### src/verilog/spsl_defs.svh
// Constants for the serial port selection and lock block.
// Assumes inclusion by the package and the design modules only.
`ifndef SPSL_DEFS_SVH
`define SPSL_DEFS_SVH
`define SPSL_ADDR_W          16
`define SPSL_DATA_W          8
`define SPSL_ADDR_DIE_VER    16'hE707
`define SPSL_ADDR_PORT_CFG   16'hEA00
`define SPSL_CFG_LOCK_BIT    0
`define SPSL_CFG_RESET       8'h00
`define SPSL_EDGES_FOR_SPI   2'h3
`define SPSL_DIE_VERSION     8'h5A
`define SPSL_CAPTURE_REGS    5'h10
`define SPSL_CAP_IDX_W       4
`endif

### src/verilog/spsl_pkg.sv
// Types for the serial port selection and lock block.
// Assumes spsl_defs.svh is on the include path.
`include "spsl_defs.svh"
package spsl_pkg;
  timeunit 1ns;
  timeprecision 1ps;

  typedef enum logic [1:0] {
    SPSL_PORT_NONE,
    SPSL_PORT_I2C,
    SPSL_PORT_SPI
  } spsl_port_t;

  typedef struct packed {
    logic                      wr;
    logic                      rd;
    logic [`SPSL_ADDR_W-1:0]   addr;
    logic [`SPSL_DATA_W-1:0]   wdata;
  } spsl_req_t;

  typedef struct packed {
    logic                      ack;
    logic                      hit;
    logic [`SPSL_DATA_W-1:0]   rdata;
  } spsl_rsp_t;
endpackage

### src/verilog/spsl_sync.sv
// Two-flop synchroniser for one pin level.
// Assumes an asynchronous pin and a single core clock.
module spsl_sync (
  input  wire logic core_clk_in,
  input  wire logic rst_b_in,
  input  wire logic async_in,
  output logic      sync_out
);
  timeunit 1ns;
  timeprecision 1ps;

  logic meta_r;
  logic meta_nxt;
  logic sync_nxt;

  always_comb begin
    meta_nxt = async_in;
    sync_nxt = meta_r;
  end

  // Reset to high: the select pin idles high, no false edge at release
  always_ff @(posedge core_clk_in or negedge rst_b_in) begin
    if (!rst_b_in) begin
      meta_r   <= 1'b1;
      sync_out <= 1'b1;
    end else begin
      meta_r   <= meta_nxt;
      sync_out <= sync_nxt;
    end
  end
endmodule

### src/verilog/spsl_top.sv
// Host serial port selection, locking and small register set.
// Assumes the protocol engines deliver decoded register requests on
// the core clock and consume the port enables this block drives.
//
// How it works
// - Only two arrangements exist: SPI alone, or I2C with capture.
// - After any reset the fast capture port is disabled.
// - I2C becomes the active port in the first cycle after reset, whatever the select pin level.
// - Three high-to-low select edges after reset make SPI active.
// - Setting the lock bit under I2C freezes the pin and bars SPI.
// - Any write to port config under SPI locks SPI until reset or power down.
// - An 8-bit read-only die version register sits at its address.
// - Registers are written and read through the active port.
// - The capture port streams up to sixteen measurement registers.
`include "spsl_defs.svh"
module spsl_top (
  input  wire logic                          core_clk_in,
  input  wire logic                          rst_b_in,
  input  wire logic                          port_select_pin_in,
  input  wire logic                          power_down_in,
  input  wire spsl_pkg::spsl_req_t           i2c_req_in,
  input  wire spsl_pkg::spsl_req_t           spi_req_in,
  input  wire logic                          cap_en_req_in,
  output spsl_pkg::spsl_rsp_t                rsp_out,
  output logic                               i2c_active_out,
  output logic                               spi_active_out,
  output logic                               port_locked_out,
  output logic                               fast_capture_en_out,
  output logic [`SPSL_CAP_IDX_W-1:0]         cap_reg_idx_out,
  output logic [`SPSL_DATA_W-1:0]            port_config_reg_out
);
  timeunit 1ns;
  timeprecision 1ps;

  // Select pin after the synchroniser, and its delayed copy
  logic                          pin_s;
  logic                          pin_d_r;
  logic                          pin_d_nxt;
  logic                          fall;
  // Request of the active port only
  spsl_pkg::spsl_req_t           req;
  logic                          cfg_wr;
  // Port choice and locks
  logic [1:0]                    edge_cnt_r;
  logic [1:0]                    edge_cnt_nxt;
  spsl_pkg::spsl_port_t          port_r;
  spsl_pkg::spsl_port_t          port_nxt;
  logic                          i2c_lock_r;
  logic                          i2c_lock_nxt;
  logic                          spi_lock_r;
  logic                          spi_lock_nxt;
  logic                          sel_open;
  logic                          sel_open_nxt;
  // Register contents and reply
  logic [`SPSL_DATA_W-1:0]       cfg_nxt;
  spsl_pkg::spsl_rsp_t           rsp_nxt;
  // Status levels
  logic                          i2c_act_nxt;
  logic                          spi_act_nxt;
  logic                          locked_nxt;
  // Capture enable and slot index
  logic                          cap_en_nxt;
  logic [`SPSL_CAP_IDX_W-1:0]    cap_idx_nxt;

  spsl_sync u_sync (
    .core_clk_in (core_clk_in),
    .rst_b_in    (rst_b_in),
    .async_in    (port_select_pin_in),
    .sync_out    (pin_s)
  );

  // Falling select edge, in the same cycle as the synchroniser output falls
  always_comb begin
    pin_d_nxt = pin_s;
    fall      = pin_d_r & ~pin_s;
  end

  // Idle-high reset so that release never looks like an edge
  always_ff @(posedge core_clk_in or negedge rst_b_in) begin
    if (!rst_b_in) begin
      pin_d_r <= 1'b1;
    end else begin
      pin_d_r <= pin_d_nxt;
    end
  end

  always_comb begin
    unique case (port_r)
      spsl_pkg::SPSL_PORT_NONE: req = '0;
      spsl_pkg::SPSL_PORT_I2C:  req = i2c_req_in;
      spsl_pkg::SPSL_PORT_SPI:  req = spi_req_in;
      default:                  req = '0;
    endcase
    cfg_wr = req.wr && (req.addr == `SPSL_ADDR_PORT_CFG);
  end

  always_comb begin
    edge_cnt_nxt = edge_cnt_r;
    port_nxt     = port_r;
    i2c_lock_nxt = i2c_lock_r;
    spi_lock_nxt = spi_lock_r;
    sel_open     = !i2c_lock_r && !spi_lock_r;
    if (sel_open && fall && edge_cnt_r != `SPSL_EDGES_FOR_SPI) begin
      edge_cnt_nxt = edge_cnt_r + 2'h1;
    end
    if (cfg_wr) begin
      if (port_r == spsl_pkg::SPSL_PORT_SPI) begin
        spi_lock_nxt = 1'b1;
      end else if (req.wdata[`SPSL_CFG_LOCK_BIT]) begin
        i2c_lock_nxt = 1'b1;
      end
    end
    // A lock written in the cycle of the third edge still wins
    sel_open_nxt = !i2c_lock_nxt && !spi_lock_nxt;
    if (port_r == spsl_pkg::SPSL_PORT_NONE) begin
      port_nxt = spsl_pkg::SPSL_PORT_I2C;
    end
    if (sel_open_nxt && edge_cnt_nxt == `SPSL_EDGES_FOR_SPI) begin
      port_nxt = spsl_pkg::SPSL_PORT_SPI;
    end
    if (power_down_in) begin
      edge_cnt_nxt = 2'h0;
      port_nxt     = spsl_pkg::SPSL_PORT_NONE;
      i2c_lock_nxt = 1'b0;
      spi_lock_nxt = 1'b0;
    end
  end

  always_ff @(posedge core_clk_in or negedge rst_b_in) begin
    if (!rst_b_in) begin
      edge_cnt_r <= 2'h0;
      port_r     <= spsl_pkg::SPSL_PORT_NONE;
      i2c_lock_r <= 1'b0;
      spi_lock_r <= 1'b0;
    end else begin
      edge_cnt_r <= edge_cnt_nxt;
      port_r     <= port_nxt;
      i2c_lock_r <= i2c_lock_nxt;
      spi_lock_r <= spi_lock_nxt;
    end
  end

  // The whole byte is kept; under I2C only the lock bit acts, under SPI any write locks
  always_comb begin
    cfg_nxt = port_config_reg_out;
    if (cfg_wr) begin
      cfg_nxt = req.wdata;
    end
    if (power_down_in) begin
      cfg_nxt = `SPSL_CFG_RESET;
    end
  end

  always_ff @(posedge core_clk_in or negedge rst_b_in) begin
    if (!rst_b_in) begin
      port_config_reg_out <= `SPSL_CFG_RESET;
    end else begin
      port_config_reg_out <= cfg_nxt;
    end
  end

  always_comb begin
    rsp_nxt     = '0;
    rsp_nxt.ack = req.wr | req.rd;
    if (req.rd) begin
      if (req.addr == `SPSL_ADDR_DIE_VER) begin
        rsp_nxt.hit   = 1'b1;
        rsp_nxt.rdata = `SPSL_DIE_VERSION;
      end else if (req.addr == `SPSL_ADDR_PORT_CFG) begin
        rsp_nxt.hit   = 1'b1;
        rsp_nxt.rdata = port_config_reg_out;
      end
    end else if (cfg_wr) begin
      rsp_nxt.hit = 1'b1;
    end
  end

  always_ff @(posedge core_clk_in or negedge rst_b_in) begin
    if (!rst_b_in) begin
      rsp_out <= '0;
    end else begin
      rsp_out <= rsp_nxt;
    end
  end

  // Status levels follow the next port so they line up with the reply
  always_comb begin
    i2c_act_nxt = (port_nxt == spsl_pkg::SPSL_PORT_I2C);
    spi_act_nxt = (port_nxt == spsl_pkg::SPSL_PORT_SPI);
    locked_nxt  = i2c_lock_nxt | spi_lock_nxt;
  end

  always_ff @(posedge core_clk_in or negedge rst_b_in) begin
    if (!rst_b_in) begin
      i2c_active_out  <= 1'b0;
      spi_active_out  <= 1'b0;
      port_locked_out <= 1'b0;
    end else begin
      i2c_active_out  <= i2c_act_nxt;
      spi_active_out  <= spi_act_nxt;
      port_locked_out <= locked_nxt;
    end
  end

  always_comb begin
    // Off in the first cycle after reset, whatever is asked
    cap_en_nxt = cap_en_req_in && !power_down_in &&
                 (port_r == spsl_pkg::SPSL_PORT_I2C) &&
                 (port_nxt == spsl_pkg::SPSL_PORT_I2C);
    cap_idx_nxt = 4'h0;
    if (fast_capture_en_out) begin
      cap_idx_nxt = cap_reg_idx_out + 4'h1;
    end
  end

  always_ff @(posedge core_clk_in or negedge rst_b_in) begin
    if (!rst_b_in) begin
      fast_capture_en_out <= 1'b0;
      cap_reg_idx_out     <= 4'h0;
    end else begin
      fast_capture_en_out <= cap_en_nxt;
      cap_reg_idx_out     <= cap_idx_nxt;
    end
  end
endmodule
### config.mk
export PLATFORM = sky130hd
export DESIGN_NAME = spsl_top
export DESIGN_NICKNAME = d
export VERILOG_FILES = /design/src/verilog/spsl_pkg.sv /design/src/verilog/spsl_sync.sv /design/src/verilog/spsl_top.sv
export VERILOG_INCLUDE_DIRS = /design/src /design/src/verilog
export SDC_FILE = /design/constraint.sdc
export NUM_CORES = 1
export LEC_CHECK = 0
export ABC_AREA = 0
export BUFFER_PORTS_ARGS = -buffer_cell sky130_fd_sc_hd__buf_2
export CAP_MARGIN = 20
export CORE_MARGIN = 8
export CORE_UTILIZATION = 30
export DETAILED_ROUTE_END_ITERATION = 10
export GPL_TIMING_DRIVEN = 0
export PLACE_DENSITY_LB_ADDON = 0.12
export SYNTH_ARGS = -nofsm -noshare
export SYNTH_HDL_FRONTEND = slang
export SYNTH_SLANG_ARGS = --single-unit
### constraint.sdc
create_clock -name core_clk_in -period 2.2 [get_ports core_clk_in]
set_input_delay 0.22 -clock core_clk_in [delete_from_list [all_inputs] [get_ports core_clk_in]]
set_output_delay 0.22 -clock core_clk_in [all_outputs]
set_load 0.02 [all_outputs]
==> results of run 1 <==
## timing repair
item / in CTS / in global routing
setup endpoints to repair: 23 / 22
gates cloned: 1 / 0
pin swaps: 8 / 19
endpoints found under the hold margin: 0 / 0
buffers inserted: 15 / 5
gates resized for setup: 21 / 14
## through the flow
step,setup slack [ps],area [um2],utilization (%)
CTS,-74.7,2680,45.0
global placement,-316,2370,39.8
finish,-25.2,2750,46.2
floorplan,-135,1870,-
detailed placement,-353,2370,39.8
global route,-121,2750,46.2
## cells in the mapped netlist, types with 5 or more instances
cell type | count | area [um2]
nand3_1 | 9 | 45.0
mux2i_1 | 7 | 70.1
a22o_1 | 10 | 87.6
nand2_1 | 34 | 128
clkbuf_1 | 5 | 18.8
nand4_1 | 7 | 43.8
o211ai_1 | 5 | 37.5
dfrtp_1 | 32 | 801
ha_1 | 5 | 62.6
a21oi_1 | 11 | 55.1
and2_1 | 7 | 43.8
## metal layers
layer / GRT usage [%] / up-vias / wire, um
li1: - / 888 / -
met1: 17.4 / 869 / 2700
met4: 4.68 / 0 / 47
met2: 20.1 / 76 / 2640
met5: 0 / - / 0
met3: 4.05 / 2 / 503
## cell type report
cell class / instances / area share [%]
plain buffers: 7 / 1.59
clock buffers: 6 / 3.00
clock inverters: 1 / 0.182
inverters: 4 / 0.546
multi-input cells: 139 / 38.3
flip-flops and latches: 35 / 32.0
well taps: 75 / 3.41
repair buffers: 101 / 20.9
## worst max-delay path, cell delays in order (launching register included)
cell and delay (ps):
dfrtp_1 420, inv_2 90, ha_4 270, or3b_1 350
o22ai_2 140, nand4_2 130, or3_4 400, mux2_4 310
## power by group through the flow
stage / sequential, mW / combinational, mW / clock, mW
floorplan: 0.686 / 0.0927 / 0
global placement: 0.681 / 0.197 / 0
detailed placement: 0.680 / 0.199 / 0
CTS: 0.669 / 0.245 / 0.485
global route: 0.671 / 0.287 / 0.510
finish: 0.670 / 0.259 / 0.469
## flip-flops by register name, summed over array words and instances (netlist names)
name and flops:
rsp_out 10, port_config_reg_out 8, cap_reg_idx_out 4, edge_cnt_r 2, port_r 2, fast_capture_en_out 1, i2c_active_out 1, i2c_lock_r 1
pin_d_r 1, port_locked_out 1, spi_active_out 1, spi_lock_r 1, u_sync.meta_r 1, u_sync.sync_out 1
## worst paths after layout
kind	start	to	depth (start not counted)
worst max register to register	port_r[0]	port_config_reg_out[0]	7
worst min-delay path	rst_b_in	edge_cnt_r[1]	1
worst min register to register	u_sync.meta_r	u_sync.sync_out	0
max in group asynchronous	rst_b_in	port_config_reg_out[0]	1
worst max-delay path	port_r[0]	port_config_reg_out[0]	7
min in group core_clk_in	port_select_pin_in	u_sync.meta_r	1
## cell families (layout without fill, tap and decap cells)
kind of cell	count (synthesis)	in the layout	share of synthesized area (%)
AND/OR/NAND/NOR	82	82	23.3
AO/OA/AOI/OAI	41	41	16.3
multiplexers	8	8	4.58
flip-flops	35	35	47.3
XOR/XNOR	3	3	1.41
adder cells (fa/ha/maj)	5	5	3.36
buffers and inverters	14	119	3.77
==> out/results.md, run 1 <==
* **library cells used by synthesis** 46
* **CTS buffer count** 5
* **number of antenna violations at the first check in global routing** 0
* **final wirelength** 5900 um
* **Static Leakage** 1.39 nW
* **Setup crit start kind** flip-flop
* **sequential cell area** 880 um2
* **antenna violation net count after detailed routing** 0
* **starting density of the core** 31.2%
* **core region area** 5960 um2
* **Final Setup Violations** 2
* **setup repair after global routing missed its margin** true
* **hold crit path type** primary input to asynchronous set/reset pin
* **Yosys warning total** 0
* **critical setup path kind** flip-flop to flip-flop
* **overall global routing resource usage** 13.3%
* **maximum clock frequency** 0.449 GHz
* **vias per cell** 4.99
* **Final HPWL DP** 4210 um
* **maximum vdd drop** 223 uV
* **number of rows in the core area** 28
* **buffer type at the clock tree root** clkbuf_8
* **GRT Residual Overflow** 0
* **number of port buffers** 81
* **Crit. End Element** flip-flop
* **DRC violation count after routing** 0
* **first-pass GRT wire length** 9430 um
* **Async SR Flop Fraction** 100%
* **outcome** finished with violations
* **I/O pins** 83
* **Mean Syn Cell Area** 9.89 um2
* **register area share after synthesis** 47.3%
* **total negative slack for setup checks** -36.1 ps
* **fraction of layout cells with a size suffix above 1** 48.1%
* **Worst Max-Slew Pin Slew** 777 ps
* **final period utilization** 101%
* **final standard cell count with taps included and fillers excluded** 368
* **number of max-capacitance violations reported** 0
* **commonest register cell after synthesis** dfrtp_1
* **Die Span Y** 94.7 um
* **number of inserted filler cells in the final layout** 614
* **largest fanout on the critical path** 3
* **final period demand of the worst path** 2230 ps
* **Avg WL per Cell** 16.0 um
* **maximum number of pins on one net before global-route repair** 36
* **Clk Latency, worst-skew pair** 280 ps
* **gp weighted congestion** 0.741
* **Multi-input gate area** 1050 um2
* **via total after detailed routing** 1835
* **number of placed instances, taps included** 344
* **Total Die Area** 8970 um2
* **H-tree depth** 2
* **number of flops mapped to enable cells by yosys** 0
* **data arrival time of the critical path** 2390 ps
* **Sinks on Clock Net** 35
* **nets** 355
* **clock tree from TritonCTS** done
* **Clk network pwr share** 33.6%
* **Worst-path clk slew** 70 ps
* **power density relative to cell area** 508 nW/um2
* **synth-to-layout area growth** 47.8%
* **Post-Route Skew** 5.64 ps
* **most frequent standard cell in the layout excluding fill and tap cells** buf_2
* **Comb pwr share** 18.5%
* **worst hold-check slack** 15.9 ps
* **final max-slew violation count** 0
* **overall power after layout** 1.40 mW
* **final hold vios** 0
* **Worst Path Required** 2370 ps
* **netlist area before placement** 1860 um2
* **ant diodes** 0
* **buffer levels on the longest clock path** 2
* **first-pass detailed-route iteration total** 4
* **width of the chip** 94.7 um
* **relative contribution of sequential cells to total power** 47.9%
* **violation count after the first detailed-route iteration** 79
* **via count of the first global-routing pass** 1942
* **Worst Setup Slack, final** -25.2 ps
* **setup slack on the worst flop-to-flop path** -30 ps
* **flip-flop and latch count after synthesis** 35
* **cell-internal power** 1.03 mW
* **nets in the synthesized netlist** 250
* **total of hold buffers inserted after clock tree synthesis** 0
* **max_slew headroom** 48.2%
* **most used cells in the layout excluding fill and tap cells** buf_2, nand2_1, dfrtp_1, buf_4
* **power dissipated by switching net loads** 0.370 mW
* **switching share of power** 26.4%
* **instance count of the mapped netlist** 188
* **violations in the final reports** negative setup slack
(Power assumes the default switching activity.)
==> run 2, diff against run 1 <==
--- a/config.mk
+++ b/config.mk
@@ -14,6 +14,8 @@
 export DETAILED_ROUTE_END_ITERATION = 10
 export GPL_TIMING_DRIVEN = 0
 export PLACE_DENSITY_LB_ADDON = 0.12
+export SKIP_CTS_REPAIR_TIMING = 1
 export SYNTH_ARGS = -nofsm -noshare
 export SYNTH_HDL_FRONTEND = slang
 export SYNTH_SLANG_ARGS = --single-unit
+export TNS_END_PERCENT = 1
==> constraint.sdc (replaced) <==
create_clock -name core_clk_in -period 2.6 [get_ports core_clk_in]
set_input_delay 0.26 -clock core_clk_in [delete_from_list [all_inputs] [get_ports core_clk_in]]
set_output_delay 0.26 -clock core_clk_in [all_outputs]
set_load 0.02 [all_outputs]
==> out/results.md, run 2 (synthesized netlist as in run 1, its figures left out) <==
* **outcome** completed
* **post-placement worst setup slack** 9.94 ps
* **width of the chip** 94.7 um
* **most frequent standard cell in the layout excluding fill and tap cells** buf_2
* **relative contribution of sequential cells to total power** 50.8%
* **data arrival time of the critical path** 2680 ps
* **GRT Residual Overflow** 0
* **Post-Route Skew** 2.86 ps
* **flip-flop count of the largest register after layout** 10
* **antenna violation net count after detailed routing** 0
* **Avg WL per Cell** 15.0 um
* **sequential cell area** 880 um2
* **maximum clock frequency** 0.399 GHz
* **Total Die Area** 8970 um2
* **core region area** 5960 um2
* **Multi-input gate area** 943 um2
* **H-tree depth** 2
* **Worst Max-Slew Pin Slew** 777 ps
* **setup slack on the worst flop-to-flop path** 90 ps
* **maximum vdd drop** 197 uV
* **fraction of layout cells with a size suffix above 1** 39.0%
* **setup repair after global routing missed its margin** true
* **Clk network pwr share** 33.8%
* **final period utilization** 96.4%
* **via count of the first global-routing pass** 1812
* **first-pass GRT wire length** 8490 um
* **DRC violation count after routing** 0
* **vias per cell** 4.94
* **final period demand of the worst path** 2510 ps
* **switching share of power** 26.8%
* **I/O pins** 83
* **number of inserted filler cells in the final layout** 603
* **Worst Setup Slack, final** 94.5 ps
* **max_slew headroom** 48.2%
* **ant diodes** 0
* **Worst Path Required** 2770 ps
* **clock tree from TritonCTS** done
* **Crit. End Element** flip-flop
* **most used cells in the layout excluding fill and tap cells** buf_2, nand2_1, dfrtp_1, a21oi_1, a22o_1
* **Comb pwr share** 15.4%
* **number of rows in the core area** 28
* **Clk Latency, worst-skew pair** 280 ps
* **final standard cell count with taps included and fillers excluded** 352
* **Die Span Y** 94.7 um
* **number of max-capacitance violations reported** 0
* **final max-slew violation count** 0
* **nets** 338
* **Final Setup Violations** 0
* **number of antenna violations at the first check in global routing** 0
* **final hold vios** 0
* **buffer levels on the longest clock path** 2
* **Setup crit start kind** flip-flop
* **overall global routing resource usage** 11.9%
* **Static Leakage** 1.27 nW
* **violation count after the first detailed-route iteration** 67
* **number of port buffers** 81
* **Worst-path clk slew** 70 ps
* **first-pass detailed-route iteration total** 4
* **power dissipated by switching net loads** 0.298 mW
* **via total after detailed routing** 1740
* **final wirelength** 5290 um
* **number of placed instances, taps included** 344
* **largest fanout on the critical path** 8
* **power density relative to cell area** 448 nW/um2
* **hold crit path type** primary input to asynchronous set/reset pin
* **CTS buffer count** 5
* **Biggest register** rsp_out
* **critical setup path kind** flip-flop to flip-flop
* **biggest regs** rsp_out x10, port_config_reg_out x8, cap_reg_idx_out x4
* **starting density of the core** 31.2%
* **synth-to-layout area growth** 33.4%
* **maximum number of pins on one net before global-route repair** 36
* **Sinks on Clock Net** 35
* **worst hold-check slack** 46.1 ps
* **Final HPWL DP** 4140 um
* **buffer type at the clock tree root** clkbuf_8
* **cell-internal power** 0.814 mW
* **gp weighted congestion** 0.736
## run 2: final timing paths
path | start | depth (start not counted) | to
max | port_r[1] | 8 | port_config_reg_out[0]
min | rst_b_in | 1 | spi_active_out
max reg2reg | port_r[1] | 8 | port_config_reg_out[0]
min reg2reg | u_sync.meta_r | 0 | u_sync.sync_out
max in group asynchronous | rst_b_in | 1 | rsp_out[8]
min in group core_clk_in | port_select_pin_in | 1 | u_sync.meta_r
## run 2: area by class of cell
| cell class | instances | area share [%] |
|---|---|---|
| plain buffers | 10 | 2.37 |
| clock inverters | 3 | 0.605 |
| clock buffers | 5 | 2.77 |
| inverters | 4 | 0.605 |
| flip-flops and latches | 35 | 35.5 |
| well taps | 75 | 3.78 |
| multi-input cells | 139 | 38.0 |
| repair buffers | 81 | 16.3 |
## run 2: critical path, cell delays in order, from the launching register on
cell and delay, ps:
dfrtp_1 380, inv_1 70, ha_1 370, or3b_1 410, o22ai_4 160, nand4_4 150, or3_4 400, buf_6 150
mux2_4 290
## run 2: layer usage
metal	vias to the layer above	share of wire, %	GRT usage (%)
li1	855	-	-
met1	804	47	16.0
met2	75	41	17.0
met3	6	10	4.52
met4	0	1.4	4.29
met5	-	0	0
## run 2: metrics by stage
| step | util (%) | area [um2] | TNS, ps | total power, mW |
|---|---|---|---|---|
| final | 41.6 | 2480 | 0 | 1.11 |
| after global routing | 41.6 | 2480 | -21.2 | 1.17 |
| after CTS | 41.0 | 2440 | -8.32 | 1.12 |
| after detailed placement | 39.6 | 2360 | 0 | 0.740 |
| after global placement | 39.6 | 2360 | 0 | 0.739 |
| after floorplan | - | 1860 | 0 | 0.655 |
## run 2: power by group through the flow
stage	Sequential, mW	Combinational (mW)	Clock [mW]
global placement	0.576	0.164	0
global route	0.567	0.192	0.415
detailed placement	0.575	0.165	0
floorplan	0.581	0.0745	0
CTS	0.565	0.165	0.392
finish	0.565	0.171	0.375
==> run 3, diff against run 2 <==
--- a/config.mk
+++ b/config.mk
@@ -14,6 +14,7 @@
 export DETAILED_ROUTE_END_ITERATION = 10
 export GPL_TIMING_DRIVEN = 0
 export PLACE_DENSITY_LB_ADDON = 0.12
+export SETUP_SLACK_MARGIN = 0.3
 export SKIP_CTS_REPAIR_TIMING = 1
 export SYNTH_ARGS = -nofsm -noshare
 export SYNTH_HDL_FRONTEND = slang
==> constraint.sdc (replaced) <==
create_clock -name core_clk_in -period 2.6 [get_ports core_clk_in]
set_input_delay 0.26 -clock core_clk_in [delete_from_list [all_inputs] [get_ports core_clk_in]]
set_output_delay 0.26 -clock core_clk_in [all_outputs]
set_load 0.005 [all_outputs]
==> out/results.md, run 3 (synthesized netlist as in run 1, its figures left out) <==
* **outcome** completed
* **nets** 350
* **buffer levels on the longest clock path** 2
* **post-placement worst setup slack** 47.4 ps
* **total negative slack for setup checks** 0 ps
* **maximum number of pins on one net before global-route repair** 36
* **largest fanout on the critical path** 6
* **Die Span Y** 94.7 um
* **starting density of the core** 31.2%
* **met3 routed wirelength** 498 um
* **reg-to-reg critical path startpoint** port_r[0]
* **Worst Max-Slew Pin Slew** 773 ps
* **power dissipated by switching net loads** 0.294 mW
* **Setup crit start kind** flip-flop
* **number of antenna violations at the first check in global routing** 0
* **number of max-capacitance violations reported** 0
* **maximum vdd drop** 187 uV
* **core region area** 5960 um2
* **via count of the first global-routing pass** 1858
* **max_slew headroom** 48.5%
* **Crit. End Element** flip-flop
* **number of rows in the core area** 28
* **critical setup path kind** flip-flop to flip-flop
* **Clk network pwr share** 34.3%
* **I/O pins** 83
* **clock tree from TritonCTS** done
* **fraction of layout cells with a size suffix above 1** 44.1%
* **overall global routing resource usage** 12.5%
* **cell-internal power** 0.854 mW
* **Worst Path Required** 2770 ps
* **setup slack on the worst flop-to-flop path** 130 ps
* **DRC violation count after routing** 0
* **worst hold-check slack** 53.9 ps
* **Final HPWL DP** 4210 um
* **antenna violation net count after detailed routing** 0
* **H-tree depth** 2
* **Top Layer Used** met4
* **number of port buffers** 81
* **vias per cell** 4.93
* **ant diodes** 0
* **width of the chip** 94.7 um
* **synth-to-layout area growth** 41.9%
* **Final Setup Violations** 0
* **via total after detailed routing** 1790
* **setup repair after global routing missed its margin** true
* **first-pass GRT wire length** 8910 um
* **Post-Route Skew** 4.69 ps
* **maximum clock frequency** 0.405 GHz
* **first-pass detailed-route iteration total** 4
* **Static Leakage** 1.34 nW
* **hold crit path type** primary input to asynchronous set/reset pin
* **Worst Setup Slack, final** 128 ps
* **final wirelength** 5720 um
* **most used cells in the layout excluding fill and tap cells** buf_2, nand2_1, dfrtp_1, a21oi_1, a22o_1
* **biggest regs** rsp_out x10, port_config_reg_out x8, cap_reg_idx_out x4
* **flip-flop count of the largest register after layout** 10
* **number of inserted filler cells in the final layout** 611
* **final max-slew violation count** 0
* **relative contribution of sequential cells to total power** 49.3%
* **endpoint of the worst register-to-register path** port_config_reg_out[0]
* **worst-case reg-to-reg path depth** 8
* **GRT Residual Overflow** 0
* **final hold vios** 0
* **Avg WL per Cell** 15.8 um
* **Total Die Area** 8970 um2
* **Worst-path clk slew** 70 ps
* **buffer type at the clock tree root** clkbuf_8
* **detailed route wirelength on metal2** 2500 um
* **Clk Latency, worst-skew pair** 280 ps
* **most frequent standard cell in the layout excluding fill and tap cells** buf_2
* **violation count after the first detailed-route iteration** 79
* **power density relative to cell area** 435 nW/um2
* **Comb pwr share** 16.4%
* **gp weighted congestion** 0.741
* **final period demand of the worst path** 2470 ps
* **data arrival time of the critical path** 2640 ps
* **Biggest register** rsp_out
* **CTS buffer count** 5
* **switching share of power** 25.6%
* **routed metal-1 wire length** 2640 um
* **Sinks on Clock Net** 35
* **final period utilization** 95.1%
## run 3: changes by cell type in the layout (fill, tap and decap cells not counted), sizes merged
cell | previous run | this run
buf | 85 | 96
clkbuf | 11 | 13
clkinv | 4 | 2
## run 3: worst max-delay path, stage by stage (launching register included)
cell     delay, ps
dfrtp_1        410
inv_2           90
ha_4           290
or3b_4         390
o22ai_4        180
nand4_4        140
or3_4          420
buf_8          140
mux2_4         280
## run 3: stage by stage
step / power [mW] / cells / util [%] / cell area (um2)
6_report: 1.15 / 363 / 44.3 / 2640
2_1_floorplan: 0.653 / 188 / - / 1870
3_3_place_gp: 0.736 / 344 / 39.8 / 2370
3_5_place_dp: 0.738 / 344 / 39.8 / 2370
5_1_grt: 1.21 / 363 / 44.3 / 2640
4_1_cts: 1.14 / 351 / 41.3 / 2460
## run 3: per-layer routing
metal  GRT usage, %  up-vias
met5              0        -
met4           4.68        0
met3           4.21        5
met2           18.1       70
met1           16.8      831
li1               -      884
## run 3: layout make-up
cell class | instances | area [um2] | share of cell area, %
multi-input combinational | 139 | 992 | 37.6
buffer | 10 | 72.6 | 2.75
tap | 75 | 93.8 | 3.56
inverter | 4 | 15.0 | 0.569
timing repair buffer | 93 | 497 | 18.8
clock inverter | 1 | 5.00 | 0.190
sequential | 35 | 880 | 33.3
clock buffer | 6 | 82.6 | 3.13
## run 3: how the worst max path moves through the flow
stage	from	end	slack, ps	cells past startpoint
finish	port_r[0]	port_config_reg_out[0]	130	8
global route	port_r[0]	port_config_reg_out[0]	50	8
CTS	port_r[0]	rsp_out[3]	20	9
detailed placement	port_r[0]	rsp_out[3]	50	9
global placement	port_r[0]	rsp_out[3]	80	9
floorplan	port_r[1]	port_config_reg_out[0]	260	8
## run 3: power by group through the flow
| stage | combinational, mW | clock, mW | sequential, mW |
|---|---|---|---|
| after floorplan | 0.0785 | 0 | 0.575 |
| after global placement | 0.161 | 0 | 0.576 |
| after detailed placement | 0.162 | 0 | 0.576 |
| after CTS | 0.163 | 0.411 | 0.566 |
| after global routing | 0.210 | 0.431 | 0.568 |
| final | 0.188 | 0.394 | 0.567 |
